<file path="src/pkg/ldc_pkg.sv">
// Constants, types and helpers shared by both ends of the DRAM command-timing link
// Overview of operation
// - Read data after RL, 6..36 clocks, no inversion
// - With inversion, read latency 6..40 clocks
// - Write latency set A spans 4..18 clocks
// - Write latency set B spans 4..34 clocks
// - Same-bank activates spaced row active plus precharge
// - Self refresh held max(15 ns, 3 clocks)
// - After self refresh exit wait refresh+7.5 ns
// - Column spacing 8 clocks, masked writes 32; code waits 32 only after a masked write that followed one, else 8
// - Precharge after read max(7.5 ns, 8 clocks)
// - Single-bank precharge to activate max(18 ns, 3)
// - All-bank precharge to activate max(21 ns, 3)
// - Write recovery max(18 ns, 4) before precharge
// - Write-to-read max(10 ns, 8) after write data
// - Bank-to-bank activate max(4 clocks, 10/7.5 ns)
// - At most four activates per 40/30 ns window
// - Explicit precharges at least 4 clocks apart
// - Clock enable low after entry max(3, 1.75 ns)
// - Row open at most min(9 intervals, 70.2 us); code only flags an overrun in the status register
// - Derating reported as refresh-rate field 110b
// - Derating adds 1.875 ns, same-bank period 3.75 ns
// - Training samples too close lost, last valid in 20 ns
// - After training exit wait max(5, 200/250 ns)
package ldc_pkg;
    localparam int CLK_PS = 5000;
    localparam int NBANK = 8;
    localparam int BANK_W = 3;
    localparam int LAT_W = 6;
    localparam int CNT_W = 16;
    localparam int ADDR_W = 4;
    localparam int DATA_W = 32;

    // Latency tables, index = data-rate step 0 (lowest) .. 7 (top)
    localparam logic [7:0][5:0] RL_A_TBL = {6'd36, 6'd32, 6'd28, 6'd24, 6'd20, 6'd14, 6'd10, 6'd6};
    localparam logic [7:0][5:0] RL_B_TBL = {6'd40, 6'd36, 6'd32, 6'd28, 6'd22, 6'd16, 6'd12, 6'd6};
    localparam logic [7:0][5:0] WL_A_TBL = {6'd18, 6'd16, 6'd14, 6'd12, 6'd10, 6'd8, 6'd6, 6'd4};
    localparam logic [7:0][5:0] WL_B_TBL = {6'd34, 6'd30, 6'd26, 6'd22, 6'd18, 6'd12, 6'd8, 6'd4};
    localparam logic [2:0] RATE_TOP = 3'h7;

    // Times in picoseconds, minimum clocks beside those that have one
    localparam int T_RAS_PS = 42000;
    localparam int T_RAS_NCK = 3;
    localparam int T_RPPB_PS = 18000;
    localparam int T_RPAB_PS = 21000;
    localparam int T_RP_NCK = 3;
    localparam int T_SR_PS = 15000;
    localparam int T_SR_NCK = 3;
    localparam int T_XSR_ADD_PS = 7500;
    localparam int T_XSR_NCK = 2;
    localparam int T_RFCAB_PS = 280000;
    localparam int T_CCD_NCK = 8;
    localparam int T_CCDMW_NCK = 32;
    localparam int T_RTP_PS = 7500;
    localparam int T_RTP_NCK = 8;
    localparam int T_RCD_PS = 18000;
    localparam int T_RCD_NCK = 4;
    localparam int T_WR_PS = 18000;
    localparam int T_WR_NCK = 4;
    localparam int T_WTR_PS = 10000;
    localparam int T_WTR_NCK = 8;
    localparam int T_RRD_PS = 10000;
    localparam int T_RRD_FAST_PS = 7500;
    localparam int T_RRD_NCK = 4;
    localparam int T_FAW_PS = 40000;
    localparam int T_FAW_FAST_PS = 30000;
    localparam int T_PPD_NCK = 4;
    localparam int T_ESCKE_PS = 1750;
    localparam int T_ESCKE_NCK = 3;
    localparam int T_RAS_MAX_PS = 70200000;
    localparam int T_REFI_PS = 3904000;
    localparam int RAS_MAX_REFI = 9;
    localparam int T_DERATE_PS = 1875;
    localparam int T_DERATE_RC_PS = 3750;
    localparam int T_ADR_PS = 20000;
    localparam int T_XCBT_PS = 200000;
    localparam int T_XCBT_LONG_PS = 250000;
    localparam int T_XCBT_NCK = 5;
    localparam int BURST_NCK = 8;
    localparam int FAW_ACTS = 4;

    localparam logic [2:0] REFRATE_DERATE = 3'b110;
    localparam logic [2:0] REFRATE_NORMAL = 3'b011;

    // Least clocks for a time, never below a clock minimum
    function automatic logic [CNT_W-1:0] ldc_nck(input int ps, input int nck);
        int c;
        c = (ps + CLK_PS - 1) / CLK_PS;
        if (c < nck) c = nck;
        if (c < 1) c = 1;
        return CNT_W'(c);
    endfunction

    localparam logic [CNT_W-1:0] C_ADR = CNT_W'(T_ADR_PS / CLK_PS);
    localparam logic [CNT_W-1:0] C_CACD = ldc_nck(T_ADR_PS, 1);
    localparam logic [CNT_W-1:0] C_ESCKE = ldc_nck(T_ESCKE_PS, T_ESCKE_NCK);
    localparam logic [CNT_W-1:0] C_SR = ldc_nck(T_SR_PS, T_SR_NCK);

    typedef enum logic [3:0] {
        LDC_NOP, LDC_ACT, LDC_RD, LDC_WR, LDC_MWR, LDC_PREPB, LDC_PREAB,
        LDC_SRE, LDC_SRX, LDC_CBT_ENTER, LDC_CBT_SAMPLE, LDC_CBT_EXIT
    } ldc_cmd_e;

    // Host register offsets
    localparam logic [ADDR_W-1:0] REG_CMD = 4'h0;
    localparam logic [ADDR_W-1:0] REG_CFG = 4'h1;
    localparam logic [ADDR_W-1:0] REG_STATUS = 4'h2;
    localparam logic [ADDR_W-1:0] REG_RDATA = 4'h3;
endpackage

</file>
<file path="src/pkg/ldc_if.sv">
// Command/address and data link between controller and DRAM model end
interface ldc_if (input wire logic clk);
    ldc_pkg::ldc_cmd_e cmd;
    logic [ldc_pkg::BANK_W-1:0] bank;
    logic cke;
    logic [ldc_pkg::DATA_W-1:0] wdata;
    logic wvalid;
    logic [ldc_pkg::DATA_W-1:0] rdata;
    logic rvalid;
    logic [2:0] refrate;
    logic [ldc_pkg::DATA_W-1:0] cbt_data;
    logic cbt_valid;
    modport dev (input cmd, bank, cke, wdata, wvalid,
                 output rdata, rvalid, refrate, cbt_data, cbt_valid);
    modport host (output cmd, bank, cke, wdata, wvalid,
                  input rdata, rvalid, refrate, cbt_data, cbt_valid);
endinterface

</file>
<file path="src/rtl/ldc_host.sv">
// Controller end: per-bank timing countdowns gating commands from software
module ldc_host (
    // Clock and reset
    input wire logic clk,
    input wire logic rst,
    // Register port
    input wire logic [ldc_pkg::ADDR_W-1:0] addr,
    input wire logic [ldc_pkg::DATA_W-1:0] wdata,
    input wire logic wr,
    input wire logic rd,
    output logic [ldc_pkg::DATA_W-1:0] rdata,
    // Link
    ldc_if.host lnk
);
    localparam int NB = ldc_pkg::NBANK;
    localparam logic [ldc_pkg::CNT_W-1:0] ZERO = 16'h0;
    localparam logic [ldc_pkg::CNT_W-1:0] ONE = 16'h1;

    logic [NB-1:0][ldc_pkg::CNT_W-1:0] act_ok_r;
    logic [NB-1:0][ldc_pkg::CNT_W-1:0] pre_ok_r;
    logic [NB-1:0][ldc_pkg::CNT_W-1:0] col_ok_r;
    logic [NB-1:0][ldc_pkg::CNT_W-1:0] open_r;
    logic [NB-1:0] is_open_r;
    logic [ldc_pkg::CNT_W-1:0] rrd_r, ccd_r, ppd_r, wtr_r, any_r, cke_r, sr_r;
    logic [3:0][ldc_pkg::CNT_W-1:0] faw_r;
    logic [1:0] faw_ptr_r;
    logic [ldc_pkg::DATA_W-1:0] cmd_r;
    logic cmd_pend_r, last_mwr_r, in_sr_r, sre_pend_r, overdue_r;
    logic [2:0] rate_r;
    logic wl_b_r, long_vref_r;
    logic [ldc_pkg::DATA_W-1:0] rd_cap_r;
    ldc_pkg::ldc_cmd_e pc;
    logic [ldc_pkg::BANK_W-1:0] pb;
    logic derate, fast, go;
    logic [ldc_pkg::LAT_W-1:0] wl;
    logic [ldc_pkg::CNT_W-1:0] ras_max;

    function automatic logic [ldc_pkg::CNT_W-1:0] dec(input logic [ldc_pkg::CNT_W-1:0] v);
        return (v == ZERO) ? ZERO : v - ONE;
    endfunction

    function automatic logic [ldc_pkg::CNT_W-1:0] mx(input logic [ldc_pkg::CNT_W-1:0] a,
                                                      input logic [ldc_pkg::CNT_W-1:0] b);
        return (a > b) ? a : b;
    endfunction

    assign pc = ldc_pkg::ldc_cmd_e'(cmd_r[3:0]);
    assign pb = cmd_r[6:4];
    assign derate = (lnk.refrate == ldc_pkg::REFRATE_DERATE);
    assign fast = (rate_r == ldc_pkg::RATE_TOP);
    assign wl = wl_b_r ? ldc_pkg::WL_B_TBL[rate_r] : ldc_pkg::WL_A_TBL[rate_r];
    // Scaled interval capped at the absolute limit
    assign ras_max = ldc_nck_min(lnk.refrate);

    function automatic logic [ldc_pkg::CNT_W-1:0] ldc_nck_min(input logic [2:0] r);
        longint t;
        t = longint'(ldc_pkg::RAS_MAX_REFI) * ldc_pkg::T_REFI_PS * (r == 3'h0 ? 1 : r) / 4;
        if (t > ldc_pkg::T_RAS_MAX_PS) t = ldc_pkg::T_RAS_MAX_PS;
        t = t / ldc_pkg::CLK_PS;
        if (t > 64'hffff) t = 64'hffff;
        return ldc_pkg::CNT_W'(t);
    endfunction

    // Decide whether the pending command may issue now
    always_comb begin
        go = cmd_pend_r && (any_r == ZERO) && !sre_pend_r;
        case (pc)
            ldc_pkg::LDC_ACT: go = go && act_ok_r[pb] == ZERO && rrd_r == ZERO
                                   && faw_r[faw_ptr_r] == ZERO && !is_open_r[pb];
            ldc_pkg::LDC_RD: go = go && ccd_r == ZERO && wtr_r == ZERO
                                  && col_ok_r[pb] == ZERO && is_open_r[pb];
            ldc_pkg::LDC_WR,
            ldc_pkg::LDC_MWR: go = go && ccd_r == ZERO && col_ok_r[pb] == ZERO && is_open_r[pb];
            ldc_pkg::LDC_PREPB: go = go && ppd_r == ZERO && pre_ok_r[pb] == ZERO;
            ldc_pkg::LDC_PREAB: go = go && ppd_r == ZERO && (pre_ok_r == '0);
            ldc_pkg::LDC_SRX: go = go && in_sr_r && sr_r == ZERO;
            default: go = go;
        endcase
    end

    // Per-bank countdowns
    always_ff @(posedge clk) begin
        if (rst) begin
            act_ok_r <= '0;
            pre_ok_r <= '0;
            col_ok_r <= '0;
            open_r <= '0;
            is_open_r <= '0;
        end else begin
            for (int b = 0; b < NB; b++) begin
                act_ok_r[b] <= dec(act_ok_r[b]);
                pre_ok_r[b] <= dec(pre_ok_r[b]);
                col_ok_r[b] <= dec(col_ok_r[b]);
                open_r[b] <= dec(open_r[b]);
                if (go && (pc == ldc_pkg::LDC_PREAB || (pc == ldc_pkg::LDC_PREPB && pb == b))) begin
                    is_open_r[b] <= 1'b0;
                    act_ok_r[b] <= mx(dec(act_ok_r[b]), (pc == ldc_pkg::LDC_PREAB)
                        ? ldc_pkg::ldc_nck(ldc_pkg::T_RPAB_PS, ldc_pkg::T_RP_NCK)
                          + (derate ? ldc_pkg::ldc_nck(ldc_pkg::T_DERATE_PS, 1) : ZERO)
                        : ldc_pkg::ldc_nck(ldc_pkg::T_RPPB_PS, ldc_pkg::T_RP_NCK)
                          + (derate ? ldc_pkg::ldc_nck(ldc_pkg::T_DERATE_PS, 1) : ZERO));
                end
            end
            if (go && pc == ldc_pkg::LDC_ACT) begin
                is_open_r[pb] <= 1'b1;
                open_r[pb] <= ras_max;
                // Row active plus derating before precharge, then the precharge time
                pre_ok_r[pb] <= ldc_pkg::ldc_nck(ldc_pkg::T_RAS_PS + (derate ?
                    ldc_pkg::T_DERATE_PS : 0), ldc_pkg::T_RAS_NCK);
                col_ok_r[pb] <= ldc_pkg::ldc_nck(ldc_pkg::T_RCD_PS + (derate ?
                    ldc_pkg::T_DERATE_PS : 0), ldc_pkg::T_RCD_NCK);
                act_ok_r[pb] <= ldc_pkg::ldc_nck(ldc_pkg::T_RAS_PS + ldc_pkg::T_RPPB_PS
                    + (derate ? ldc_pkg::T_DERATE_RC_PS : 0), ldc_pkg::T_RAS_NCK);
            end
            if (go && pc == ldc_pkg::LDC_RD) begin
                pre_ok_r[pb] <= mx(dec(pre_ok_r[pb]),
                    ldc_pkg::ldc_nck(ldc_pkg::T_RTP_PS, ldc_pkg::T_RTP_NCK));
            end
            if (go && (pc == ldc_pkg::LDC_WR || pc == ldc_pkg::LDC_MWR)) begin
                pre_ok_r[pb] <= mx(dec(pre_ok_r[pb]), 16'(wl) + 16'(ldc_pkg::BURST_NCK)
                    + ldc_pkg::ldc_nck(ldc_pkg::T_WR_PS, ldc_pkg::T_WR_NCK));
            end
        end
    end

    // Shared countdowns
    always_ff @(posedge clk) begin
        if (rst) begin
            rrd_r <= '0;
            ccd_r <= '0;
            ppd_r <= '0;
            wtr_r <= '0;
            faw_r <= '0;
            faw_ptr_r <= '0;
            last_mwr_r <= 1'b0;
        end else begin
            rrd_r <= dec(rrd_r);
            ccd_r <= dec(ccd_r);
            ppd_r <= dec(ppd_r);
            wtr_r <= dec(wtr_r);
            for (int i = 0; i < ldc_pkg::FAW_ACTS; i++) faw_r[i] <= dec(faw_r[i]);
            if (go && pc == ldc_pkg::LDC_ACT) begin
                rrd_r <= ldc_pkg::ldc_nck((fast ? ldc_pkg::T_RRD_FAST_PS : ldc_pkg::T_RRD_PS)
                    + (derate ? ldc_pkg::T_DERATE_PS : 0), ldc_pkg::T_RRD_NCK);
                faw_r[faw_ptr_r] <= ldc_pkg::ldc_nck(fast ? ldc_pkg::T_FAW_FAST_PS
                    : ldc_pkg::T_FAW_PS, 1);
                faw_ptr_r <= faw_ptr_r + 2'h1;
            end
            if (go && (pc == ldc_pkg::LDC_RD || pc == ldc_pkg::LDC_WR
                       || pc == ldc_pkg::LDC_MWR)) begin
                last_mwr_r <= (pc == ldc_pkg::LDC_MWR);
                ccd_r <= 16'(((pc == ldc_pkg::LDC_MWR && last_mwr_r) ? ldc_pkg::T_CCDMW_NCK
                    : ldc_pkg::T_CCD_NCK) - 1);
            end
            if (go && (pc == ldc_pkg::LDC_WR || pc == ldc_pkg::LDC_MWR)) begin
                wtr_r <= 16'(wl) + 16'(ldc_pkg::BURST_NCK)
                    + ldc_pkg::ldc_nck(ldc_pkg::T_WTR_PS, ldc_pkg::T_WTR_NCK);
            end
            if (go && (pc == ldc_pkg::LDC_PREPB || pc == ldc_pkg::LDC_PREAB)) begin
                ppd_r <= 16'(ldc_pkg::T_PPD_NCK - 1);
            end
        end
    end

    // Self refresh, training exit and the global hold-off
    always_ff @(posedge clk) begin
        if (rst) begin
            any_r <= '0;
            cke_r <= '0;
            sr_r <= '0;
            in_sr_r <= 1'b0;
            sre_pend_r <= 1'b0;
            lnk.cke <= 1'b1;
        end else begin
            any_r <= dec(any_r);
            cke_r <= dec(cke_r);
            sr_r <= dec(sr_r);
            if (go && pc == ldc_pkg::LDC_SRE) begin
                in_sr_r <= 1'b1;
                sre_pend_r <= 1'b1;
                cke_r <= ldc_pkg::C_ESCKE;
                sr_r <= ldc_pkg::C_SR;
            end else if (sre_pend_r && cke_r <= ONE) begin
                lnk.cke <= 1'b0;
                sre_pend_r <= 1'b0;
            end
            if (go && pc == ldc_pkg::LDC_SRX) begin
                in_sr_r <= 1'b0;
                lnk.cke <= 1'b1;
                any_r <= ldc_pkg::ldc_nck(ldc_pkg::T_RFCAB_PS + ldc_pkg::T_XSR_ADD_PS,
                    ldc_pkg::T_XSR_NCK);
            end
            if (go && pc == ldc_pkg::LDC_CBT_EXIT) begin
                any_r <= ldc_pkg::ldc_nck(long_vref_r ? ldc_pkg::T_XCBT_LONG_PS
                    : ldc_pkg::T_XCBT_PS, ldc_pkg::T_XCBT_NCK);
            end
        end
    end

    // Command drive and write data at the write latency
    logic [63:0] wpipe_r;
    always_ff @(posedge clk) begin
        if (rst) begin
            lnk.cmd <= ldc_pkg::LDC_NOP;
            lnk.bank <= '0;
            lnk.wdata <= '0;
            lnk.wvalid <= 1'b0;
            wpipe_r <= '0;
        end else begin
            lnk.cmd <= go ? pc : ldc_pkg::LDC_NOP;
            lnk.bank <= go ? pb : lnk.bank;
            wpipe_r <= {1'b0, wpipe_r[63:1]};
            if (go && (pc == ldc_pkg::LDC_WR || pc == ldc_pkg::LDC_MWR)) begin
                wpipe_r[wl] <= 1'b1;
            end
            lnk.wvalid <= wpipe_r[1];
            if (wpipe_r[1]) lnk.wdata <= {8'h00, cmd_r[ldc_pkg::DATA_W-1:8]};
        end
    end

    // Register port
    always_ff @(posedge clk) begin
        if (rst) begin
            cmd_r <= '0;
            cmd_pend_r <= 1'b0;
            rate_r <= ldc_pkg::RATE_TOP;
            wl_b_r <= 1'b0;
            long_vref_r <= 1'b0;
            rd_cap_r <= '0;
            overdue_r <= 1'b0;
            rdata <= '0;
        end else begin
            if (go) cmd_pend_r <= 1'b0;
            if (wr && addr == ldc_pkg::REG_CMD && !cmd_pend_r) begin
                cmd_r <= wdata;
                cmd_pend_r <= 1'b1;
            end
            if (wr && addr == ldc_pkg::REG_CFG) begin
                rate_r <= wdata[2:0];
                wl_b_r <= wdata[3];
                long_vref_r <= wdata[4];
            end
            if (lnk.rvalid) rd_cap_r <= lnk.rdata;
            else if (lnk.cbt_valid) rd_cap_r <= lnk.cbt_data;
            if (rd && addr == ldc_pkg::REG_STATUS) begin
                overdue_r <= 1'b0;
            end
            // Row held past its limit: sticky until status read, set wins
            for (int b = 0; b < NB; b++) begin
                if (is_open_r[b] && open_r[b] == ONE) overdue_r <= 1'b1;
            end
            rdata <= '0;
            if (rd) begin
                case (addr)
                    ldc_pkg::REG_CMD: rdata <= cmd_r;
                    ldc_pkg::REG_CFG: rdata <= {27'h0, long_vref_r, wl_b_r, rate_r};
                    ldc_pkg::REG_STATUS: rdata <= {16'h0, is_open_r, 2'h0, derate,
                        overdue_r, in_sr_r, lnk.cke, cmd_pend_r, lnk.cbt_valid};
                    ldc_pkg::REG_RDATA: rdata <= rd_cap_r;
                    default: rdata <= '0;
                endcase
            end
        end
    end
endmodule

</file>
<file path="src/flat_wrapper.sv">
// flat-port wrapper written by rule: the top's interface ports become plain ports
module ldc_host_flat 
  (clk, rst, addr, wdata, wr, rd, rdata, lnk_cmd, lnk_bank, lnk_cke, lnk_wdata, lnk_wvalid, lnk_rdata, lnk_rvalid, lnk_refrate, lnk_cbt_data, lnk_cbt_valid);
  ldc_if lnk_i (.clk(clk));
  input wire logic clk;
  input wire logic rst;
  input wire logic [ldc_pkg::ADDR_W-1:0] addr;
  input wire logic [ldc_pkg::DATA_W-1:0] wdata;
  input wire logic wr;
  input wire logic rd;
  output logic [ldc_pkg::DATA_W-1:0] rdata;
  output wire logic [$bits(lnk_i.cmd)-1:0] lnk_cmd;
  output wire logic [$bits(lnk_i.bank)-1:0] lnk_bank;
  output wire logic [$bits(lnk_i.cke)-1:0] lnk_cke;
  output wire logic [$bits(lnk_i.wdata)-1:0] lnk_wdata;
  output wire logic [$bits(lnk_i.wvalid)-1:0] lnk_wvalid;
  input wire logic [$bits(lnk_i.rdata)-1:0] lnk_rdata;
  input wire logic [$bits(lnk_i.rvalid)-1:0] lnk_rvalid;
  input wire logic [$bits(lnk_i.refrate)-1:0] lnk_refrate;
  input wire logic [$bits(lnk_i.cbt_data)-1:0] lnk_cbt_data;
  input wire logic [$bits(lnk_i.cbt_valid)-1:0] lnk_cbt_valid;
  assign lnk_cmd = lnk_i.cmd;
  assign lnk_bank = lnk_i.bank;
  assign lnk_cke = lnk_i.cke;
  assign lnk_wdata = lnk_i.wdata;
  assign lnk_wvalid = lnk_i.wvalid;
  assign lnk_i.rdata = lnk_rdata;
  assign lnk_i.rvalid = lnk_rvalid;
  assign lnk_i.refrate = lnk_refrate;
  assign lnk_i.cbt_data = lnk_cbt_data;
  assign lnk_i.cbt_valid = lnk_cbt_valid;
  ldc_host u_core (.clk(clk), .rst(rst), .addr(addr), .wdata(wdata), .wr(wr), .rd(rd), .rdata(rdata), .lnk(lnk_i));
endmodule
</file>
<file path="config.mk">
export PLATFORM = sky130hd
export DESIGN_NAME = ldc_host_flat
export DESIGN_NICKNAME = d
export VERILOG_FILES = /design/src/pkg/ldc_pkg.sv /design/src/pkg/ldc_if.sv /design/src/rtl/ldc_host.sv /design/src/flat_wrapper.sv
export SDC_FILE = /design/constraint.sdc
export NUM_CORES = 2
export LEC_CHECK = 0
export BUFFER_PORTS_ARGS = -buffer_cell sky130_fd_sc_hd__buf_4
export CAP_MARGIN = 0
export CORE_ASPECT_RATIO = 0.9
export CORE_MARGIN = 3
export CORE_UTILIZATION = 50
export CTS_CLUSTER_DIAMETER = 150
export DETAILED_ROUTE_END_ITERATION = 8
export GPL_ROUTABILITY_DRIVEN = 0
export GPL_TIMING_DRIVEN = 0
export PLACE_DENSITY = 0.68
export SYNTH_ARGS = -nofsm -noshare
export SYNTH_HDL_FRONTEND = slang
export SYNTH_SLANG_ARGS = --single-unit
</file>
<file path="constraint.sdc">
create_clock -name clk -period 23.9 [get_ports clk]
set_clock_uncertainty 0.2 [all_clocks]
set_input_delay 1.195 -clock clk [delete_from_list [all_inputs] [get_ports clk]]
set_output_delay 1.195 -clock clk [all_outputs]
set_load 0.02 [all_outputs]
</file>
* Word-level counts from Yosys, hierarchy flattened
Memory sizes are Yosys's and may differ from the RTL's. A register that Yosys moved wholly into a read port is not among the register bits. Cells that the tools add are included.
Cells by class: reduce and logical (&&, ||, !) cells 137, $add $sub $neg 67, $mul 1, eq/ne operators 29, bitwise operators 6, muxes and demuxes 197, div/mod/pow operators 7, magnitude comparators 32
Operators with widths (count):
- 2-to-1 mux 16 bit | 96
- 2-to-1 mux 128 bit | 8
- bitwise mux 128 bit | 6
- zero test 16 bit | 47
- subtractor 16 x 1 -> 16 bit (second input constant) | 44
- 2-to-1 mux 32 bit | 20
- less-than comparator 32 x 2 -> 1 bit (second input constant) | 7
- adder 32 x 14 -> 32 bit (second input constant) | 6
- divider 32 x 14 -> 32 bit (second input constant) | 6
- subtractor 32 x 2 -> 32 bit (second input constant) | 6
- binary-select mux 16 bit (select 3 bit) | 3
- > comparator 16 bit | 9
- equality test 16 x 1 -> 1 bit (second input constant) | 8
- zero test 128 bit | 1
- one-hot mux 32 bit (4 select lines) | 1
- less-than comparator 32 x 4 -> 1 bit (second input constant) | 3
- adder 17 x 32 -> 32 bit (first input constant) | 2
- bitwise mux 64 bit | 1
- divider 64 x 14 -> 64 bit (second input constant) | 1
- > comparator 64 x 16 -> 1 bit (second input constant) | 1
- less-than comparator 32 x 3 -> 1 bit (second input constant) | 2
- multiplier 17 x 64 -> 55 bit (first input constant) | 1
- 2-to-1 mux 64 bit | 1
- bitwise OR 63 x 64 -> 64 bit | 1
- other kinds (53) | 195
Storage, ports and cells: logic and storage cells 544, memories 2, ROM bits 96, input bits 109, flip-flop bits (word level) 901
Memories:
- (no name shown) | depth 8, bits a word 6, read ports 1, clocked after Yosys merged registers in 1, wr ports 0, RTL line ldc_host.sv:51 | assign wl = wl_b_r ? ldc_pkg::WL_B_TBL[rate_r] : ldc_pkg::WL_A_TBL[rate_r];
- (no name shown) | depth 8, bits a word 6, read ports 1, clocked after Yosys merged registers in 1, wr ports 0, RTL line ldc_host.sv:51

* Logic depth before layout (Yosys ltp)
depth in word-level cells 23, mapped depth 82, mapped depth without buffers 65

* Worst setup path after synthesis
OpenSTA, ideal clock, no wires.
path type input-to-reg, start input lnk_refrate[1], end register u_core.open_r[16] in the netlist's numbering, setup time 0.134 ns, buffers on the path 17, data arrival time 18.068 ns, path slack 5.498 ns, cell stages on the path 77, cell sequence buf_4 > nor2_1 > clkbuf_1 > or2_2 > buf_2 > clkinv_1 > ha_1 > buf_2 > nor2_1 > inv_2 > ha_1 > a211oi_1 > o21a_1 > clkbuf_1 > clkbuf_1 > inv_1 > ha_1 > and4b_1 > [... 41 more ...] > a211oi_2 > nand2_1 > buf_2 > o21ai_1 > and3_1 > and3_1 > buf_4 > buf_6 > clkbuf_1 > ha_1 > a21o_1 > nor3_2 > a2111oi_2 > buf_4 > o21ai_1 > o31ai_1 > o2111a_2 > o22ai_1
Between the ends: word-level cells in the longest chain between the ends 10
Ends and longest elaborated chain:
- from (decl) | RTL line flat_wrapper.sv:19 | input wire logic [$bits(lnk_i.refrate)-1:0] lnk_refrate;
- zero test 3 bit | RTL line ldc_host.sv:57 | t = longint'(ldc_pkg::RAS_MAX_REFI) * ldc_pkg::T_REFI_PS * (r == 3'h0 ? 1 : r) / 4;
- 2-to-1 mux 3 bit (*) | RTL line ldc_host.sv:57
- multiplier 17 x 64 -> 55 bit (*) | RTL line ldc_host.sv:57
- > comparator 62 x 27 -> 1 bit | RTL line ldc_host.sv:58 | if (t > ldc_pkg::T_RAS_MAX_PS) t = ldc_pkg::T_RAS_MAX_PS;
- 2-to-1 mux 62 bit (*) | RTL line ldc_host.sv:58
- divider 64 x 14 -> 64 bit (*) | RTL line ldc_host.sv:59 | t = t / ldc_pkg::CLK_PS;
- > comparator 64 x 16 -> 1 bit | RTL line ldc_host.sv:60 | if (t > 64'hffff) t = 64'hffff;
- 2-to-1 mux 16 bit (*) | RTL line ldc_host.sv:60
- bitwise mux 128 bit (*) | RTL line ldc_host.sv:106 | open_r[pb] <= ras_max;
- 2-to-1 mux 128 bit (*) | RTL line ldc_host.sv:104 | if (go && pc == ldc_pkg::LDC_ACT) begin
- to (signal, indexed assignment) | RTL line ldc_host.sv:94 | open_r[b] <= dec(open_r[b]);
- to (signal, indexed assignment) | RTL line ldc_host.sv:106
- to (decl) | RTL line ldc_host.sv:22 | logic [NB-1:0][ldc_pkg::CNT_W-1:0] open_r;
Every way passes the cells marked *; elsewhere a longest branch is shown, timed or not. A chain may end at the register's enable or synchronous reset.

* Worst setup path after layout
start input lnk_refrate[1], end register u_core.open_r[48] in the netlist's numbering
Same word-level chain as after synthesis.

==> results.toml <==
[placement]
pre_cts_ws_ps = -1091
dpl_cell_area_sq_um = 54350
portBuffers = 169
dp.final_hpwl_um = 122400

[route]
first_pass_iters = 6
routed-via-count = 49390
route.detailed.drc = 0
drt-initial-drc-count = 5340
wl_per_cell_um = 20.08
routed_via_density = 6.046
drt_wl_total_um = 164000
ant_nets = 0

[power_and_ir_drop]
power.density_nw_per_um2 = 134.0
peakVddDrop_mv = 0.1142
finalPower_mw = 7.756
leakagePower_nw = 22.11

[global_routing]
grt_pass1_vias = 45130
gr-usage-all-layers_pct = 29.69
grt_pass1_wl_um = 254100
antenna_found_initial = 2
grt_max_degree = 17
grt_overflow_total = 0

[clock_tree]
cts_buffers = 98
cts_tree = "built"
cts_max_level = 3
clock_path_buffers = 3
clk_latency_ps = 720
root_buffer = "clkbuf_16"
cts.clk_slew.worst_paths_ps = 70
clock-sinks = 908
hold_buffers = 0
cts_setup_buffers = 0

[synth]
ys_seq_area_share_pct = 35.39
synth_most_common_cell = "nor2_1"
async_flop_share_pct = 0
syn_avg_cell_area_sq_um = 7.943
yosysTopAreaCell = "dfxtp_1"
synth_ff_type = "dfxtp_1"
ys_top_cells_by_count = "nor2_1, dfxtp_1, nand2_1, a21oi_1, xnor2_1"
syn_area_sq_um = 51370
synth_edf_count = 0
synth_seq_cells = 908
synthDominantCellAreaShare_pct = 35.39
syn-instance-count = 6467
synthDistinctLibCells = 132
synth_area_leaders = "dfxtp_1, nor2_1, xnor2_1, a21oi_1, nand2_1"
yosys_warnings = 0

[worst_hold_path]
hold_path.startpoint = "u_core.wpipe_r[58]$_SDFF_PP0_"
hold_end = "u_core.wpipe_r[57]$_SDFF_PP0_"
hold-path-cell-count = 1
hold_path.class = "register to register"

[setup_path]
crit_path_start_kind = "input pin"
worstSetupEndpointType = "register"
crit_top_cell = "ha_1"
regToRegStartpoint = "u_core.cmd_r[4]$_SDFFE_PP0P_"
critPathTopFamily = "compound AO/OA/AOI/OAI gates"
worst-path-buf-inv = 19
rr_endpoint = "u_core.open_r[61]$_SDFF_PP0_"
required_ps = 24240
ff2ff_path_depth = 26
slowest_delay_ps = 660
worst_ep_arrival_time_ps = 22950
worstPathMaxFanout = 12
worst_path_max_delay_cell = "nor3_4"
r2r_setup_slack_ps = 12820
critPathKind = "input pin to register"

[floorplan]
die_y_um = 310.1
design.core.area_sq_um = 101000
dieArea_sq_um = 106600
pin_count = 182
die_w_um = 343.9
placementRows = 110
start_util_pct = 50.85

[sta]
fin_ws_ps = 1283
final_hold_viol_count = 0
fmax_mhz = 44.21
setup_tns_ps = 0
grt_setup_unrepaired = "false"
drv_slew = 0
worst_pin_slew_ps = 1426
setup_viol_count_final = 0
fin_crit_sh_pct = 94.63
period_needed_ps = 22620
timing.slew.headroom_pct = 4.311

[layout]
syn_to_final_growth_pct = 12.64
fin_area_sq_um = 57860
seqCellArea_sq_um = 18180
final_util_pct = 57.28
fillCellCount = 9372
multi_input_area_sq_um = 31280
final_nets = 6960
drive_gt1_share_pct = 8.206

[run_status]
outcome = "completed"

[run]
drv_cap = 0
sequential cells by signal, indices dropped and copies added (netlist names), 2 cells and up, named ones only:
signal,cells
u_core.act_ok_r,128
u_core.col_ok_r,128
u_core.open_r,128
u_core.pre_ok_r,128
u_core.faw_r,64
u_core.wpipe_r,62
u_core.cmd_r,32
u_core.rd_cap_r,32
u_core.rdata,32
u_core.lnk.wdata,24
u_core.any_r,16
u_core.ccd_r,16
u_core.cke_r,16
u_core.ppd_r,16
u_core.rrd_r,16
u_core.sr_r,16
u_core.wtr_r,16
u_core.is_open_r,8
u_core.lnk.cmd,4
u_core.lnk.bank,3
u_core.rate_r,3
u_core.faw_ptr_r,2
worst register-to-register path: stages, from the launching register on:
cell and delay [ps]:
dfxtp_1 300, clkbuf_1 400, buf_1 730, clkbuf_1 680
clkbuf_1 840, mux4_2 640, mux2i_1 300, ha_1 250
nand3_1 120, nor2_1 310, nand2_1 160, or3_1 390
clkbuf_1 160, nor2b_1 140, clkbuf_1 420, a31oi_1 150
nor3_1 170, nor4_1 120, nor4b_1 780, clkbuf_1 570
nand2_1 430, clkbuf_1 460, nor2_1 1100, nor2_1 290
nand2_1 280, clkbuf_1 390, o22ai_1 120
cell usage in the layout, fill, tap and decap left out, types with 184 or more instances in the layout:
master,instances
a21oi_1,409
buf_4,184
clkbuf_1,249
dfxtp_1,908
inv_1,188
nand2_1,518
nor2_1,1109
nor3_1,303
xnor2_1,392
xor2_1,215
layer usage:
metal | global-route usage [%] | vias up | share of wire (%) | routed length, um
li1 | - | 23530 | - | -
met1 | 40.92 | 23340 | 44 | 71760
met2 | 46.01 | 2121 | 43 | 70970
met3 | 5.800 | 403 | 8.9 | 14530
met4 | 11.34 | 4 | 4.1 | 6729
met5 | 0 | - | 0.016 | 27
what timing repair did:
| action | in CTS | in global routing |
|---|---|---|
| pin swaps | 0 | 0 |
| setup endpoints to repair | 8 | 16 |
| gates cloned | 0 | 0 |
| endpoints found under the hold margin | 0 | 0 |
| resized for setup | 3 | 11 |
worst max path at each step:
stage / endpoint / startpoint / slack [ps] / depth (start not counted)
2_1_floorplan: u_core.open_r[16]$_SDFF_PP0_ / lnk_refrate[1] / 5500 / 77
4_1_cts: u_core.open_r[64]$_SDFF_PP0_ / lnk_refrate[1] / 260 / 78
3_3_place_gp: u_core.open_r[16]$_SDFF_PP0_ / lnk_refrate[1] / -930 / 78
6_report: u_core.open_r[48]$_SDFF_PP0_ / lnk_refrate[1] / 1280 / 76
5_1_grt: u_core.open_r[64]$_SDFF_PP0_ / lnk_refrate[1] / 70 / 76
3_5_place_dp: u_core.open_r[16]$_SDFF_PP0_ / lnk_refrate[1] / -1090 / 78
layout make-up:
class                      count  share of cell area [%]
multi-input combinational   5072                   54.06
sequential                   908                   31.42
clock buffer                 133                   4.794
tap                         1344                   2.906
timing repair buffer         170                   2.201
buffer                       299                   2.134
inverter                     195                   1.272
clock inverter                47                   1.211
antenna                        2                0.008650
cell families (layout without fill, tap and decap cells):
| family | count (synthesis) | after routing | share of synthesized area, % |
|---|---|---|---|
| buffers and inverters | 494 | 844 | 3.812 |
| and+or+nand+nor | 2884 | 2884 | 27.06 |
| DFF | 908 | 908 | 35.39 |
| other | 1 | 10 | 0.007300 |
| muxes | 181 | 181 | 4.406 |
| xor gates and xnor gates | 613 | 613 | 10.55 |
| adders and majority gates | 108 | 108 | 2.626 |
| AOI/OAI and AO/OA | 1278 | 1278 | 16.15 |
through the flow:
step	std cells	hold slack, ps
after floorplan	6474	208.7
after global placement	7987	215.2
after detailed placement	7987	223.4
after CTS	8167	220.0
after global routing	8168	227.4
final	8170	225.7
power by group:
part	switching [mW]	leakage [nW]	internal [mW]
clock	0.657	1.69	0.951
sequential	0.389	7.43	1.92
combinational	2.30	13.0	1.55
(Power assumes the default switching activity.)
